**config.mk**
```make
export PLATFORM = sky130hd
export DESIGN_NAME = siu_uart_top
export DESIGN_NICKNAME = d
export VERILOG_FILES = /design/src/hw/siu_pkg.sv /design/src/hw/siu_stream_if.sv /design/src/hw/siu_fifo.sv /design/src/hw/siu_uart_top.sv
export SDC_FILE = /design/constraint.sdc
export NUM_CORES = 1
export LEC_CHECK = 0
export ABC_AREA = 1
export BUFFER_PORTS_ARGS = -buffer_cell sky130_fd_sc_hd__clkbuf_2
export CAP_MARGIN = 5
export CELL_PAD_IN_SITES_DETAIL_PLACEMENT = 2
export CELL_PAD_IN_SITES_GLOBAL_PLACEMENT = 2
export CORE_ASPECT_RATIO = 0.8
export CORE_MARGIN = 2
export CORE_UTILIZATION = 35
export CTS_BUF_LIST = sky130_fd_sc_hd__clkbuf_4 sky130_fd_sc_hd__clkbuf_8
export DETAILED_ROUTE_END_ITERATION = 6
export GPL_TIMING_DRIVEN = 0
export PLACE_DENSITY_LB_ADDON = 0.1
export SYNTH_ARGS = -nofsm -noshare
export SYNTH_HDL_FRONTEND = slang
export SYNTH_HIERARCHICAL = 1
export SYNTH_SLANG_ARGS = --single-unit
```
**constraint.sdc**
```tcl
create_clock -name core_clk -period 5 [get_ports core_clk]
set_clock_uncertainty 0.05 [all_clocks]
set_input_delay 0.25 -clock core_clk [delete_from_list [all_inputs] [get_ports core_clk]]
set_output_delay 0.25 -clock core_clk [all_outputs]
set_load 0.01 [all_outputs]
```
**src/hw/siu_pkg.sv**
```systemverilog
// Constants, types and helper functions shared by the serial transceiver files.
package siu_pkg;

  localparam int CLK_HZ       = 10_000_000;
  localparam int BAUD_SLOW_HZ = 2400;
  localparam int BAUD_FAST_HZ = 9600;
  localparam int OVERSAMPLE   = 16;
  localparam int DATA_BITS    = 8;
  localparam int FIFO_WIDTH   = 8;
  localparam int FIFO_DEPTH   = 32;

  // Core clocks per oversampling phase; the fractional part is dropped, which keeps
  // the bit rate within one percent of nominal at both speeds.
  localparam logic [8:0] DIV_SLOW = 9'(CLK_HZ / (BAUD_SLOW_HZ * OVERSAMPLE));
  localparam logic [8:0] DIV_FAST = 9'(CLK_HZ / (BAUD_FAST_HZ * OVERSAMPLE));

  localparam logic [3:0] PH_VOTE_A = 4'h6;
  localparam logic [3:0] PH_VOTE_B = 4'h7;
  localparam logic [3:0] PH_VOTE_C = 4'h8;
  localparam logic [3:0] PH_LAST   = 4'hF;
  localparam logic [2:0] LAST_BIT  = 3'h7;

  localparam logic START_LEVEL = 1'b0;
  localparam logic STOP_LEVEL  = 1'b1;
  localparam logic IDLE_LEVEL  = 1'b1;

  localparam logic [8:0] DIV_RST   = 9'h000;
  localparam logic [3:0] PHASE_RST = 4'h0;
  localparam logic [2:0] BIT_RST   = 3'h0;
  localparam logic [7:0] BYTE_RST  = 8'h00;
  localparam logic [1:0] VOTE_RST  = 2'h0;

  typedef enum logic [1:0] {TX_IDLE, TX_START, TX_DATA, TX_STOP} siu_tx_state_t;
  typedef enum logic [1:0] {RX_IDLE, RX_START, RX_DATA, RX_STOP} siu_rx_state_t;

  function automatic logic [8:0] siu_baud_div(input logic fast);
    siu_baud_div = fast ? DIV_FAST : DIV_SLOW;
  endfunction : siu_baud_div

  function automatic logic siu_maj3(input logic a, input logic b, input logic c);
    siu_maj3 = (a & b) | (a & c) | (b & c);
  endfunction : siu_maj3

  // True on the last core clock of one oversampling phase.
  function automatic logic siu_div_end(input logic [8:0] cnt, input logic [8:0] div);
    siu_div_end = (cnt >= (div - 9'h001));
  endfunction : siu_div_end

endpackage : siu_pkg

```
**src/hw/siu_stream_if.sv**
```systemverilog
// Valid/ready byte stream between the transceiver's own modules.
`timescale 1ns/1ps
`default_nettype none
interface siu_stream_if #(
  parameter int WIDTH = 8
) ();
  logic             valid;
  logic             ready;
  logic [WIDTH-1:0] data;

  modport src (output valid, output data, input ready);
  modport snk (input valid, input data, output ready);
endinterface : siu_stream_if
`default_nettype wire

```
**src/hw/siu_fifo.sv**
```systemverilog
// Transmit FIFO with a registered read stage in front of its memory.
`timescale 1ns/1ps
`default_nettype none
module siu_fifo #(
  parameter int WIDTH = 8,
  parameter int DEPTH = 32
) (
  input wire logic   core_clk,
  input wire logic   arst_n,
  siu_stream_if.snk  wrPort,
  siu_stream_if.src  rdPort
);
  // DEPTH must be a power of two so that the pointers wrap by themselves.
  localparam int             PTR_W      = $clog2(DEPTH);
  localparam logic [PTR_W:0] FULL_COUNT = (PTR_W + 1)'(DEPTH);
  localparam logic [PTR_W:0] ONE_COUNT  = (PTR_W + 1)'(1);

  logic [WIDTH-1:0] mem [DEPTH];
  logic [PTR_W-1:0] wrPtrReg;
  logic [PTR_W-1:0] rdPtrReg;
  logic [PTR_W:0]   countReg;
  logic [PTR_W:0]   countNext;
  logic [WIDTH-1:0] outDataReg;
  logic             outValidReg;
  logic             outValidNext;
  wire              wrFire;
  wire              rdFire;
  wire              loadOut;

  assign wrPort.ready = (countReg != FULL_COUNT);
  assign wrFire       = wrPort.valid & wrPort.ready;
  assign rdFire       = outValidReg & rdPort.ready;
  assign loadOut      = (countReg != '0) & (~outValidReg | rdPort.ready);
  assign rdPort.valid = outValidReg;
  assign rdPort.data  = outDataReg;

  assign outValidNext = loadOut ? 1'b1 : (rdFire ? 1'b0 : outValidReg);
  assign countNext    = countReg + (wrFire ? ONE_COUNT : '0) - (loadOut ? ONE_COUNT : '0);

  always_ff @(posedge core_clk) begin
    if (wrFire) begin
      mem[wrPtrReg] <= wrPort.data;
    end
  end

  always_ff @(posedge core_clk or negedge arst_n) begin
    if (!arst_n) begin
      wrPtrReg    <= '0;
      rdPtrReg    <= '0;
      countReg    <= '0;
      outValidReg <= 1'b0;
      outDataReg  <= '0;
    end else begin
      wrPtrReg    <= wrFire ? wrPtrReg + 1'b1 : wrPtrReg;
      rdPtrReg    <= loadOut ? rdPtrReg + 1'b1 : rdPtrReg;
      countReg    <= countNext;
      outValidReg <= outValidNext;
      outDataReg  <= loadOut ? mem[rdPtrReg] : outDataReg;
    end
  end

endmodule : siu_fifo
`default_nettype wire

```
**src/hw/siu_uart_top.sv**
```systemverilog
// Byte-wide serial transceiver: transmit FIFO, transmitter, oversampling receiver.
`timescale 1ns/1ps
`default_nettype none
module siu_uart_top (
  input  wire logic                         core_clk,
  input  wire logic                         arst_n,
  input  wire logic [siu_pkg::DATA_BITS-1:0] txWrData,
  input  wire logic                         txWrStrobe,
  output logic                              txWrReady,
  output logic                              txBusy,
  input  wire logic                         fastBaudSelect,
  input  wire logic                         serialLinePinIn,
  output logic                              serialLinePinOut,
  output logic                              serialLinePinOe,
  output logic [siu_pkg::DATA_BITS-1:0]     rxHoldData,
  output logic                              rxHoldFull,
  input  wire logic                         rxHoldRead,
  output logic                              rxOverrun,
  output logic                              rxFrameErr,
  output logic                              txIrq,
  input  wire logic                         txIrqClr,
  output logic                              rxIrq,
  input  wire logic                         rxIrqClr
);
  import siu_pkg::*;

  siu_stream_if #(.WIDTH(FIFO_WIDTH)) txInIf ();
  siu_stream_if #(.WIDTH(FIFO_WIDTH)) txOutIf ();

  // Writes land in the FIFO so firmware may queue bytes while a frame is in flight.
  siu_fifo #(
    .WIDTH (FIFO_WIDTH),
    .DEPTH (FIFO_DEPTH)
  ) u_tx_fifo (
    .core_clk (core_clk),
    .arst_n   (arst_n),
    .wrPort   (txInIf.snk),
    .rdPort   (txOutIf.src)
  );

  assign txInIf.valid = txWrStrobe;
  assign txInIf.data  = txWrData;
  assign txWrReady    = txInIf.ready;

  wire [8:0] baudDiv;
  assign baudDiv = siu_baud_div(fastBaudSelect);

  // ---------------- Transmitter ----------------
  siu_tx_state_t txStateReg;
  siu_tx_state_t txStateNext;
  logic [8:0]    txDivReg;
  logic [3:0]    txPhaseReg;
  logic [2:0]    txBitReg;
  logic [7:0]    txShiftReg;
  logic [7:0]    txShiftNext;
  logic          txIrqReg;
  logic          txLineReg;
  logic          txOeReg;
  wire           txLoad;
  wire           txTick;
  wire           txBitEnd;
  wire           txStopEnter;
  wire           txLineNext;
  wire [8:0]     txDivNext;
  wire [3:0]     txPhaseNext;
  wire [2:0]     txBitNext;

  assign txOutIf.ready = (txStateReg == TX_IDLE);
  assign txLoad        = txOutIf.valid & txOutIf.ready;
  assign txTick        = siu_div_end(txDivReg, baudDiv);
  assign txBitEnd      = txTick & (txPhaseReg == PH_LAST);
  assign txStopEnter   = txBitEnd & (txStateReg == TX_DATA) & (txBitReg == LAST_BIT);
  assign txDivNext     = (txLoad | txTick) ? DIV_RST : txDivReg + 9'h001;
  assign txPhaseNext   = txLoad ? PHASE_RST : (txTick ? txPhaseReg + 4'h1 : txPhaseReg);
  assign txBitNext     = txLoad ? BIT_RST :
                         ((txBitEnd & (txStateReg == TX_DATA)) ? txBitReg + 3'h1 : txBitReg);

  always_comb begin
    txStateNext = txStateReg;
    case (txStateReg)
      TX_IDLE: begin
        if (txLoad) begin
          txStateNext = TX_START;
        end
      end
      TX_START: begin
        if (txBitEnd) begin
          txStateNext = TX_DATA;
        end
      end
      TX_DATA: begin
        if (txStopEnter) begin
          txStateNext = TX_STOP;
        end
      end
      TX_STOP: begin
        if (txBitEnd) begin
          txStateNext = TX_IDLE;
        end
      end
      default: begin
        txStateNext = TX_IDLE;
      end
    endcase
  end

  // Data leave least significant bit first.
  assign txShiftNext = txLoad ? txOutIf.data :
                       (txBitEnd & (txStateReg == TX_DATA)) ? {1'b0, txShiftReg[7:1]} :
                       txShiftReg;

  // The line level is registered from the next state so pin and state change together.
  assign txLineNext = (txStateNext == TX_START) ? START_LEVEL :
                      (txStateNext == TX_DATA)  ? txShiftNext[0] :
                      STOP_LEVEL;

  always_ff @(posedge core_clk or negedge arst_n) begin
    if (!arst_n) begin
      txStateReg <= TX_IDLE;
      txDivReg   <= DIV_RST;
      txPhaseReg <= PHASE_RST;
      txBitReg   <= BIT_RST;
      txShiftReg <= BYTE_RST;
      txLineReg  <= IDLE_LEVEL;
      txOeReg    <= 1'b0;
    end else begin
      txStateReg <= txStateNext;
      txDivReg   <= txDivNext;
      txPhaseReg <= txPhaseNext;
      txBitReg   <= txBitNext;
      txShiftReg <= txShiftNext;
      txLineReg  <= txLineNext;
      txOeReg    <= (txStateNext != TX_IDLE);
    end
  end

  always_ff @(posedge core_clk or negedge arst_n) begin
    if (!arst_n) begin
      txIrqReg <= 1'b0;
    end else begin
      txIrqReg <= txStopEnter | (txIrqReg & ~txIrqClr);
    end
  end

  assign serialLinePinOut = txLineReg;
  assign serialLinePinOe  = txOeReg;
  assign txBusy           = txOeReg | txOutIf.valid;
  assign txIrq            = txIrqReg;

  // ---------------- Receiver ----------------
  // The receiver always listens to the pin, so a transmitted frame is also heard back.
  siu_rx_state_t rxStateReg;
  siu_rx_state_t rxStateNext;
  logic          rxSync1Reg;
  logic          rxSync2Reg;
  logic          rxPrevReg;
  logic          rxCleanReg;
  logic [8:0]    rxDivReg;
  logic [3:0]    rxPhaseReg;
  logic [2:0]    rxBitReg;
  logic [1:0]    rxVoteReg;
  logic [7:0]    rxShiftReg;
  logic [7:0]    rxHoldReg;
  logic          rxFullReg;
  logic          rxIrqReg;
  logic          rxOverrunReg;
  logic          rxFrameErrReg;
  wire           rxStable;
  wire           rxFall;
  wire           rxStart;
  wire           rxTick;
  wire           rxBitEnd;
  wire           rxDecide;
  wire           rxBit;
  wire           rxSpike;
  wire           rxStopSeen;
  wire           rxStore;
  wire           rxBadStop;
  wire [8:0]     rxDivNext;
  wire [3:0]     rxPhaseNext;
  wire [2:0]     rxBitNext;

  // Two agreeing synchronised samples are needed before the clean line moves.
  assign rxStable   = (rxSync2Reg == rxPrevReg);
  assign rxFall     = rxCleanReg & rxStable & ~rxSync2Reg;
  assign rxStart    = (rxStateReg == RX_IDLE) & rxFall;
  assign rxTick     = siu_div_end(rxDivReg, baudDiv);
  assign rxBitEnd   = rxTick & (rxPhaseReg == PH_LAST);
  assign rxDecide   = rxTick & (rxPhaseReg == PH_VOTE_C);
  assign rxBit      = siu_maj3(rxVoteReg[1], rxVoteReg[0], rxCleanReg);
  assign rxSpike    = rxDecide & (rxStateReg == RX_START) & (rxBit != START_LEVEL);
  assign rxStopSeen = rxDecide & (rxStateReg == RX_STOP);
  assign rxStore    = rxStopSeen & (rxBit == STOP_LEVEL);
  assign rxBadStop  = rxStopSeen & (rxBit != STOP_LEVEL);
  assign rxDivNext   = (rxStart | rxTick) ? DIV_RST : rxDivReg + 9'h001;
  assign rxPhaseNext = rxStart ? PHASE_RST : (rxTick ? rxPhaseReg + 4'h1 : rxPhaseReg);
  assign rxBitNext   = rxStart ? BIT_RST :
                       ((rxBitEnd & (rxStateReg == RX_DATA)) ? rxBitReg + 3'h1 : rxBitReg);

  always_comb begin
    rxStateNext = rxStateReg;
    case (rxStateReg)
      RX_IDLE: begin
        if (rxStart) begin
          rxStateNext = RX_START;
        end
      end
      RX_START: begin
        if (rxSpike) begin
          rxStateNext = RX_IDLE;
        end else if (rxBitEnd) begin
          rxStateNext = RX_DATA;
        end
      end
      RX_DATA: begin
        if (rxBitEnd & (rxBitReg == LAST_BIT)) begin
          rxStateNext = RX_STOP;
        end
      end
      RX_STOP: begin
        // Leaving at mid stop bit lets the next start edge be caught on time.
        if (rxStopSeen) begin
          rxStateNext = RX_IDLE;
        end
      end
      default: begin
        rxStateNext = RX_IDLE;
      end
    endcase
  end

  always_ff @(posedge core_clk or negedge arst_n) begin
    if (!arst_n) begin
      rxSync1Reg <= IDLE_LEVEL;
      rxSync2Reg <= IDLE_LEVEL;
      rxPrevReg  <= IDLE_LEVEL;
      rxCleanReg <= IDLE_LEVEL;
    end else begin
      rxSync1Reg <= serialLinePinIn;
      rxSync2Reg <= rxSync1Reg;
      rxPrevReg  <= rxSync2Reg;
      rxCleanReg <= rxStable ? rxSync2Reg : rxCleanReg;
    end
  end

  always_ff @(posedge core_clk or negedge arst_n) begin
    if (!arst_n) begin
      rxStateReg <= RX_IDLE;
      rxDivReg   <= DIV_RST;
      rxPhaseReg <= PHASE_RST;
      rxBitReg   <= BIT_RST;
      rxVoteReg  <= VOTE_RST;
      rxShiftReg <= BYTE_RST;
    end else begin
      rxStateReg <= rxStateNext;
      rxDivReg   <= rxDivNext;
      rxPhaseReg <= rxPhaseNext;
      rxBitReg   <= rxBitNext;
      rxVoteReg[1] <= (rxTick & (rxPhaseReg == PH_VOTE_A)) ? rxCleanReg : rxVoteReg[1];
      rxVoteReg[0] <= (rxTick & (rxPhaseReg == PH_VOTE_B)) ? rxCleanReg : rxVoteReg[0];
      rxShiftReg <= (rxDecide & (rxStateReg == RX_DATA)) ? {rxBit, rxShiftReg[7:1]} :
                    rxShiftReg;
    end
  end

  // A completed byte replaces whatever is held; a read in the same cycle loses to it.
  always_ff @(posedge core_clk or negedge arst_n) begin
    if (!arst_n) begin
      rxHoldReg     <= BYTE_RST;
      rxFullReg     <= 1'b0;
      rxOverrunReg  <= 1'b0;
      rxFrameErrReg <= 1'b0;
      rxIrqReg      <= 1'b0;
    end else begin
      rxHoldReg     <= rxStore ? rxShiftReg : rxHoldReg;
      rxFullReg     <= rxStore | (rxFullReg & ~rxHoldRead);
      rxOverrunReg  <= (rxStore & rxFullReg & ~rxHoldRead) | (rxOverrunReg & ~rxHoldRead);
      rxFrameErrReg <= rxBadStop | (rxFrameErrReg & ~rxIrqClr);
      rxIrqReg      <= rxStopSeen | (rxIrqReg & ~rxIrqClr);
    end
  end

  assign rxHoldData = rxHoldReg;
  assign rxHoldFull = rxFullReg;
  assign rxOverrun  = rxOverrunReg;
  assign rxFrameErr = rxFrameErrReg;
  assign rxIrq      = rxIrqReg;

endmodule : siu_uart_top
`default_nettype wire

```
==> run metrics, run 1 <==
mean number of vias per cell=between 5 and 6; CTS H-Tree Depth=2; register area share after synthesis=0.664; Fin. Hold Viols=0; Slew @ Worst Pin=around 1 ns; sequential share of power=0.379; CP top delay family=simple AND/OR/NAND/NOR gates; YS warnings=6; cell area after layout=about 18000 um^2; Internal Power=5.99 mW; fraction of registers with async set/reset=0.277; Main synth FF type=edfxtp_1; status=finished clean; Crit. End Element=flop; Pwr Total=between 9 and 10 mW; CTS buffer count=a little over 60; critical path's largest stage delay=approximately 0.83 ns; Syn Nets=~1500; Yosys reg bits=354; GRT Total Usage=0.208; clk root buf=clkbuf_8; Final setup viols=0; post-placement cell count=~2000; num rows=68; top post-synthesis cells by area=edfxtp_1, dfrtp_1, nand2_1, nand3_1, ha_1; routed wire length=about 46000 um; initial antenna violation count=1; final setup TNS=0 ns; syn avg cell area=between 10 and 15 um^2; Synth Instances=1424; CTS tree=done; ratio of cells with drive above 1 in the final layout=0.139; CTS Sinks=354; Synth area leader=edfxtp_1; ANT cells=0; drt wl/cell=around 21 um; non-filler cells, final=2138; final core occ=0.406; Clock power frac=0.278; Cell Area, Placed=approximately 16000 um^2; crit share post-route=0.592; Post-synth EDFFs=around 260; Post-CTS Setup Inserts=0; # DRC=0; Post-Syn Area=~15000 um^2; post-cts sizing count=0; # port buffers=32; IO Count=33; fin. max-slew vios=0; Pwr Density=around 560 nW/um^2; RSZ-0062 raised after global routing=false; Post-synth top cells=nand2_1, edfxtp_1, nand3_1, dfrtp_1, nor2_1; worst skew pair latency=between 0.6 and 0.7 ns; Max Cap Violations=0; Net Sw Frac=0.390; DR pass1 iterations=6; highest achievable clock rate=approximately 0.34 GHz; Max-slew headroom=0.346; top-area cell type share of the netlist area=0.503; Bufs and invs on worst path=2; Die X=238 um; RePlAce Congestion=a little under 0.8; clock-pin slew on the worst setup and hold paths=about 0.060 ns; total number of vias=10865; half-perimeter wire length after placement=a little over 30000 um; Worst Path Required=around 5.2 ns; crit path DAT=3.17 ns; post-layout minimum cycle time=2.96 ns; P_leak=~7.3 nW; die area=around 45000 um^2; Slowest cell on crit path=nor2_1; area of the core=~43000 um^2; vias in the first global route=about 12000; CP Class=reg -> reg; nets=roughly 1600; first-pass GRT wire length=70100 um; Psw=approximately 3.8 mW; Startpoint Class=flop; Antenna Nets Post-Route=0; maximum root-to-sink buffer count=3; Final WS setup=a little over 2 ns; WHS=between 0.15 and 0.2 ns; setup slack at placement=2.04 ns; number of DRC markers in iteration 0=557; DIE HEIGHT=about 190 um; Netlist cell types=43; VDD IR max=0.000240 V; CP cell instances=inv_1 -> ha_1 -> nand4_1 -> nand2_1 -> inv_1 -> nand2_1 -> nor2_1; initial core utilization=0.354; largest net degree at the start of global routing=between 90 and 100; Layout area overhead=14.6%; most frequent cell after synthesis=nand2_1; Worst Path Max Fanout=8; worst min path class=in -> async; Gate power share=0.343; grt ovf=0
[worst min-delay path: stages]
cell and delay (ns):
dlygate4sd3_1 0.54, clkbuf_8 0.14, buf_16 0.36
[path summary, 6_finish.rpt]
check / start / end / slack, ns / cells past startpoint
max: u_tx_fifo/countReg[2] / u_tx_fifo/mem[13][0] / 2.04 / 7
min: arst_n / txBitReg[0] / 0.17 / 3
min reg2reg: rxSync1Reg / rxSync2Reg / 0.31 / 0
min in group core_clk: serialLinePinIn / rxSync1Reg / 0.20 / 2
max in group asynchronous: arst_n / rxBitReg[2] / 4.28 / 3
max reg2reg: u_tx_fifo/countReg[2] / u_tx_fifo/mem[13][0] / 2.04 / 7
[power by group through the flow]
stage               clock (mW)  sequential [mW]  combinational [mW]
floorplan                    0             3.72                2.12
global placement             0             3.76                3.26
detailed placement           0             3.78                3.39
CTS                       2.83             3.73                3.42
global route              2.95             3.77                3.81
finish                    2.73             3.72                3.37
[state kept, by name, indices dropped and copies added (netlist names), 4 cells and up, named ones only]
| register | flops |
|---|---|
| rxDivReg | 9 |
| rxHoldData | 8 |
| rxPhaseReg | 4 |
| rxShiftReg | 8 |
| txDivReg | 9 |
| txPhaseReg | 4 |
| txShiftReg | 8 |
| u_tx_fifo/countReg | 6 |
| u_tx_fifo/mem | 256 |
| u_tx_fifo/rdPort.data | 8 |
| u_tx_fifo/rdPtrReg | 5 |
| u_tx_fifo/wrPtrReg | 5 |
[layout by cell type, fill, tap and decap left out, types with 7 or more instances in the layout]
| master | Yosys | final |
|---|---|---|
| clkbuf_2 | 0 | 31 |
| o21ai_0 | 21 | 21 |
| nand3_1 | 170 | 170 |
| nor2_1 | 82 | 82 |
| nor3_1 | 10 | 10 |
| clkinv_1 | 2 | 7 |
| xor2_1 | 17 | 17 |
| inv_1 | 81 | 81 |
| nand4_1 | 10 | 10 |
| clkbuf_4 | 0 | 38 |
| ha_1 | 32 | 32 |
| clkbuf_8 | 0 | 69 |
| buf_4 | 8 | 8 |
| buf_2 | 31 | 31 |
| a21oi_1 | 54 | 54 |
| nand2_1 | 459 | 459 |
| clkbuf_1 | 11 | 11 |
| nand3b_1 | 8 | 8 |
| dfrtp_1 | 93 | 93 |
| edfxtp_1 | 256 | 256 |
| nor3b_1 | 7 | 7 |
[final cells by class]
type	instances	area, um^2
buffer	55	283
clock buffer	106	1220
clock inverter	9	53.8
fill	4609	25600
inverter	88	330
multi-input combinational	927	4520
sequential	354	10100
tap	560	701
timing repair buffer	39	256
[repair_timing]
item	in CTS	in global routing
setup endpoints to repair	0	0
hold buffers	6	0
endpoints found under the hold margin	105	0
[cell families after synthesis]
logic type      share of synthesized area
flops                               0.664
xor+xnor                          0.00975
fa+ha+maj                          0.0282
buf+inv                            0.0401
compound gates                     0.0346
simple gates                        0.223
[per-layer routing]
layer / routed length [um] / GRT usage / vias to the layer above
met4: 870 / 0.0576 / 0
met1: 22400 / 0.302 / 5588
met5: 0 / 0 / -
met2: 20300 / 0.323 / 167
li1: - / - / 5042
met3: 1920 / 0.0339 / 68
Note: power is estimated with default switching activity, not from simulation.
==> run 2, diff against run 1 <==
Settings changed: ABC_AREA 1 to 0.
Clock period 5 ns to 3 ns, I/O delays scaled along.
==> run metrics, run 2 <==
Slew @ Worst Pin=1.04 ns; main combinational cell family by area after synthesis=multiplexers; YS warnings=6; Yosys reg bits=roughly 350; commonest non-fill, non-tap cells in the layout=edfxtp_1, dfrtp_1, nor2_1; worst min path class=in -> async; drt wl/cell=about 23 um; crit path capture=u_tx_fifo/countReg[5]; mean number of vias per cell=5.07; GRT Total Usage=0.170; Synth Area in Adders=0.0298; Pwr Density=roughly 800 nW/um^2; RR Startpoint=u_tx_fifo/countReg[4]; Pwr Total=around 14 mW; status=finished clean; grt ovf=0; Worst Path Required=around 3.5 ns; Critical R2R Capture=u_tx_fifo/countReg[5]; setup slack at placement=-0.485 ns; Max-slew headroom=0.305; DR pass1 iterations=6; syn avg cell area=~17 um^2; CTS H-Tree Depth=2; register area share after synthesis=0.687; half-perimeter wire length after placement=22800 um; initial core utilization=0.354; Bufs and invs on worst path=4; Final WS setup=0.193 ns; Synth area leader=edfxtp_1; P_leak=approximately 6.3 nW; CP Launch Point=u_tx_fifo/countReg[4]; Layout area overhead=16.3%; Final setup viols=0; Seq. cell area=10100 um^2; most frequent cell after synthesis=edfxtp_1; # fillers=4049; die area=~44000 um^2; Netlist cell types=64; Slowest cell on crit path=dfrtp_1; CP Class=reg -> reg; Fin. Hold Viols=0; largest net degree at the start of global routing=96; highest achievable clock rate=approximately 0.36 GHz; # port buffers=32; Compound-Gate Fraction of Synth Area=0.0468; Antenna Nets Post-Route=0; CTS Sinks=between 300 and 400; CTS buffer count=60; num rows=67; routed wire length=between 30000 and 40000 um; Worst Path Max Fanout=10; clk root buf=clkbuf_8; fin. max-slew vios=0; simple-gate area share of the yosys netlist=0.0597; clock-pin slew on the worst setup and hold paths=around 0.07 ns; initial antenna violation count=0; # DRC=0; Syn Nets=938; post-layout minimum cycle time=2.81 ns; CTS tree=done; ratio of cells with drive above 1 in the final layout=0.247; Post-synth EDFFs=256; CP cell instances=inv_2 -> ha_1 -> nor4bb_2 -> buf_4 -> nor2b_4 -> buf_8 -> ha_1 -> inv_1 -> ha_1 -> a21o_1 -> a21o_1 -> a2111oi_4 -> a311oi_2; Max Cap Violations=0; DIE HEIGHT=188 um; area of the core=between 40000 and 50000 um^2; Post-synth top cells=edfxtp_1, dfrtp_1, nor2_1, mux2i_1, inv_1; Synth Instances=889; critical path's largest stage delay=0.37 ns; Synth Area in XOR/XNOR=0.0196; total number of vias=between 8000 and 9000; top-area cell type share of the netlist area=0.520; vias in the first global route=approximately 9000; Critical Path Most Common Cell=ha_1; IO Count=33; Multi-input gate area=about 4300 um^2; maximum root-to-sink buffer count=3; Worst Reg2Reg Path Length in Cells=13; worst skew pair latency=~0.63 ns; Die X=between 200 and 250 um; Crit path depth=13; number of DRC markers in iteration 0=424; nets=around 1000; CP top delay family=compound AO/OA/AOI/OAI gates; Crit. End Element=flop; post-synthesis mux area share=0.133; top post-synthesis cells by area=edfxtp_1, dfrtp_1, mux4_2, mux4_1, ha_1; Main synth FF type=edfxtp_1; first-pass GRT wire length=56300 um; Top reg by flops=u_tx_fifo/mem; crit path DAT=~3.3 ns; VDD IR max=approximately 0.00033 V; Post-Syn Area=between 10000 and 15000 um^2; commonest non-fill, non-tap cell in the layout=edfxtp_1; Startpoint Class=flop; fraction of registers with async set/reset=0.277; r2r setup slk=0.19 ns; RePlAce Congestion=about 0.7; top flop regs=u_tx_fifo/mem x256, rxDivReg x9, txDivReg x9; crit share post-route=0.936; Largest register FFs=roughly 260; WHS=between 0.09 and 0.1 ns
## run 2: cell types whose count changed in the layout (fill, tap and decap cells not counted), moves of 21 or more
cell      previous run  this run
nand3_1            170        10
buf_2               31        10
mux2_2               0        30
nand2_1            459        20
a21oi_1             54        17
inv_1               81        33
mux2i_1              0        39
mux4_2               0        32
o221ai_1             3        32
## run 2: worst min path at each step
| stage | start | cells past startpoint | slack, ns | endpoint |
|---|---|---|---|---|
| 2_1_floorplan | arst_n | 0 | -0.20 | async pin |
| 3_5_place_dp | arst_n | 1 | -0.08 | txIrq |
| 6_report | arst_n | 3 | 0.1 | txStateReg[1] |
| 5_1_grt | serialLinePinIn | 2 | 0.07 | rxSync1Reg |
| 3_3_place_gp | serialLinePinIn | 1 | 0.19 | rxSync1Reg |
| 4_1_cts | serialLinePinIn | 2 | 0.05 | rxSync1Reg |
## run 2: what timing repair did
item | in CTS | in global routing
setup endpoints to repair | 67 | 112
setup buffers | 2 | 2
hold buffers | 7 | 0
resized for setup | 9 | 15
pin swaps | 0 | 5
hold endpoints to repair | 106 | 0
## run 2: layer usage
layer  vias up  track usage  part of all wire
li1       3663            -                 -
met1      4280        0.245              0.49
met2       101        0.266              0.46
met3        54       0.0321             0.031
met4         0       0.0424             0.017
met5         -            0                 0
## run 2: logic make-up after synthesis
logic type,after synthesis
AO/OA/AOI/OAI,93
XOR/XNOR,33
adder cells (fa/ha/maj),35
buffers and inverters,76
flip-flops,354
multiplexers,125
AND/OR/NAND/NOR,173
## run 2: worst reg2reg max path, cell delays in order, from the launching register on
cell       delay, ns
dfrtp_1         0.37
inv_2           0.08
ha_1            0.14
nor4bb_2        0.26
buf_4           0.20
nor2b_4         0.06
buf_8           0.14
ha_1            0.18
inv_1           0.10
ha_1            0.25
a21o_1          0.19
a21o_1          0.21
a2111oi_4       0.37
a311oi_2        0.09
## run 2: area by class of cell
type                            instances  share of cell area
Timing Repair Buffer                   45              0.0177
Inverter                               36             0.00786
Buffer                                 37              0.0134
Multi-Input combinational cell        459               0.252
Clock buffer                           92              0.0646
Antenna cell                            1            0.000146
Clock inverter                         20              0.0135
Tap cell                              552              0.0402
Sequential cell                       354               0.590
## run 2: metrics by stage
step | TNS [ns] | cell area [um^2] | util | cells
2_1_floorplan | 0 | 14800 | - | 889
3_3_place_gp | -6.18 | 15600 | 0.374 | 1473
3_5_place_dp | -2.03 | 15700 | 0.375 | 1475
4_1_cts | 0 | 17100 | 0.410 | 1594
5_1_grt | -0.0000386 | 17200 | 0.412 | 1595
6_report | 0 | 17200 | 0.412 | 1596
## run 2: where the power goes
part / internal (mW) / total [mW] / switching [mW]
sequential: 5.80 / 6.13 / 0.328
clock: 2.79 / 4.78 / 1.99
combinational: 1.20 / 2.75 / 1.54
==> run 3, diff against run 2 <==
Settings changed: ABC_AREA 0 to 1, BUFFER_PORTS_ARGS -buffer_cell sky130_fd_sc_hd__clkbuf_2 to -buffer_cell sky130_fd_sc_hd__buf_2.
==> run metrics, run 3 (synthesis gave the netlist of run 1 again) <==
IO Count=33; CTS H-Tree Depth=2; WL met2=approximately 21000 um; P_leak=~7.3 nW; Pwr Density=about 940 nW/um^2; initial core utilization=0.354; Slew @ Worst Pin=a little under 1 ns; Pwr Total=approximately 16 mW; maximum root-to-sink buffer count=3; Worst Path Max Fanout=8; area of the core=approximately 43000 um^2; CTS buffer count=60; die area=45400 um^2; r2r setup slk=0.05 ns; Antenna Nets Post-Route=0; number of DRC markers in iteration 0=about 630; Crit. End Element=flop; # DRC=0; fin. max-slew vios=0; initial antenna violation count=0; VDD IR max=about 0.00037 V; DR pass1 iterations=5; met1 WL=22600 um; clk root buf=clkbuf_8; Cell Area, Placed=16200 um^2; cell area after layout=roughly 18000 um^2; clock-pin slew on the worst setup and hold paths=around 0.060 ns; Worst Path Required=~3.2 ns; grt ovf=0; largest net degree at the start of global routing=65; Fin. Hold Viols=0; vias in the first global route=roughly 12000; commonest non-fill, non-tap cells in the layout=nand2_1, edfxtp_1, nand3_1; RSZ-0062 raised after global routing=true; Final setup viols=0; Max-slew headroom=0.353; crit share post-route=0.983; DIE HEIGHT=between 150 and 200 um; Largest register FFs=256; post-layout minimum cycle time=around 3 ns; Die X=roughly 240 um; ratio of cells with drive above 1 in the final layout=0.143; half-perimeter wire length after placement=around 31000 um; worst min path class=in -> reg; RePlAce Congestion=0.767; nets=1575; GRT Total Usage=0.209; commonest non-fill, non-tap cell in the layout=nand2_1; CTS tree=done; CTS Sinks=roughly 350; routed wire length=~46000 um; Post-CTS Setup Inserts=0; Top reg by flops=u_tx_fifo/mem; highest achievable clock rate=0.339 GHz; top flop regs=u_tx_fifo/mem x256, rxDivReg x9, txDivReg x9; Top Layer Used=met4; Layout area overhead=14.8%; drt wl/cell=around 22 um; Startpoint Class=flop; first-pass GRT wire length=71700 um; Max Cap Violations=0; status=finished clean; CP Class=reg -> reg; # fillers=approximately 4500; crit path DAT=between 3 and 4 ns; mean number of vias per cell=between 5 and 6; # port buffers=32; ANT cells=0; worst skew pair latency=between 0.6 and 0.7 ns; routed wl met3=~1900 um; num rows=a little under 70; total number of vias=between 10000 and 15000
run 3: changes by cell type in the layout (fill, tap and decap cells not counted), sizes merged, moves of 33 or more:
cell,delta
a21oi,+38
mux2,-38
buf,+49
nand3,+165
inv,+50
nand2,+446
clkbuf,-33
mux2i,-39
mux4,-48
run 3: final timing paths:
check / from / depth (start not counted) / end
max in group asynchronous: arst_n / 4 / rxSync1Reg
worst max-delay path: u_tx_fifo/countReg[2] / 7 / u_tx_fifo/mem[13][2]
worst min-delay path: txWrData[5] / 1 / u_tx_fifo/mem[16][5]
min in group asynchronous: arst_n / 3 / u_tx_fifo/rdPort.data[4]
worst min register to register: rxSync1Reg / 0 / rxSync2Reg
worst max register to register: u_tx_fifo/countReg[2] / 7 / u_tx_fifo/mem[13][2]
run 3: repair_timing:
| item | in CTS | in global routing |
|---|---|---|
| resized for setup | 0 | 13 |
| hold endpoints to repair | 101 | 0 |
| endpoints found under the setup margin | 0 | 142 |
| hold buffers | 8 | 0 |
run 3: through the flow:
| step | instances | utilization | setup WS (ns) | hold WS (ns) | TNS [ns] |
|---|---|---|---|---|---|
| 2_1_floorplan | 1424 | - | 0.551 | -0.196 | 0 |
| 3_3_place_gp | 2016 | 0.374 | 0.125 | 0.206 | 0 |
| 3_5_place_dp | 2017 | 0.375 | 0.0597 | 0.142 | 0 |
| 4_1_cts | 2138 | 0.406 | 0.0226 | 0.0266 | 0 |
| 5_1_grt | 2137 | 0.407 | -0.179 | 0.0738 | -3.04 |
| 6_report | 2137 | 0.407 | 0.0518 | 0.0704 | 0 |
run 3: metal layers:
layer,track usage,up-vias
li1,-,5040
met3,0.0359,58
met1,0.303,5666
met2,0.329,194
met5,0,-
met4,0.0481,0
run 3: layout make-up:
cell class	instances	area, um^2	share of cell area
Buffer	54	279	0.0159
Inverter	88	330	0.0188
Multi-Input combinational cell	927	4550	0.259
Tap cell	560	701	0.0399
Clock inverter	19	145	0.00827
Sequential cell	354	10100	0.578
Clock buffer	94	1110	0.0634
Timing Repair Buffer	41	280	0.0160
run 3: where the power goes:
| group | switching (mW) | total (mW) | internal [mW] |
|---|---|---|---|
| Sequential | 0.323 | 6.20 | 5.88 |
| Clock | 2.03 | 4.56 | 2.53 |
| Combinational | 4.11 | 5.67 | 1.56 |
run 3: worst max-delay path: stages, from the launching register on:
cell     delay (ns)
dfrtp_1        0.35
inv_1          0.06
ha_1           0.22
nand4_1        0.13
nand2_1        0.23
inv_1          0.25
nand2_1        0.38
nor2_1         0.87
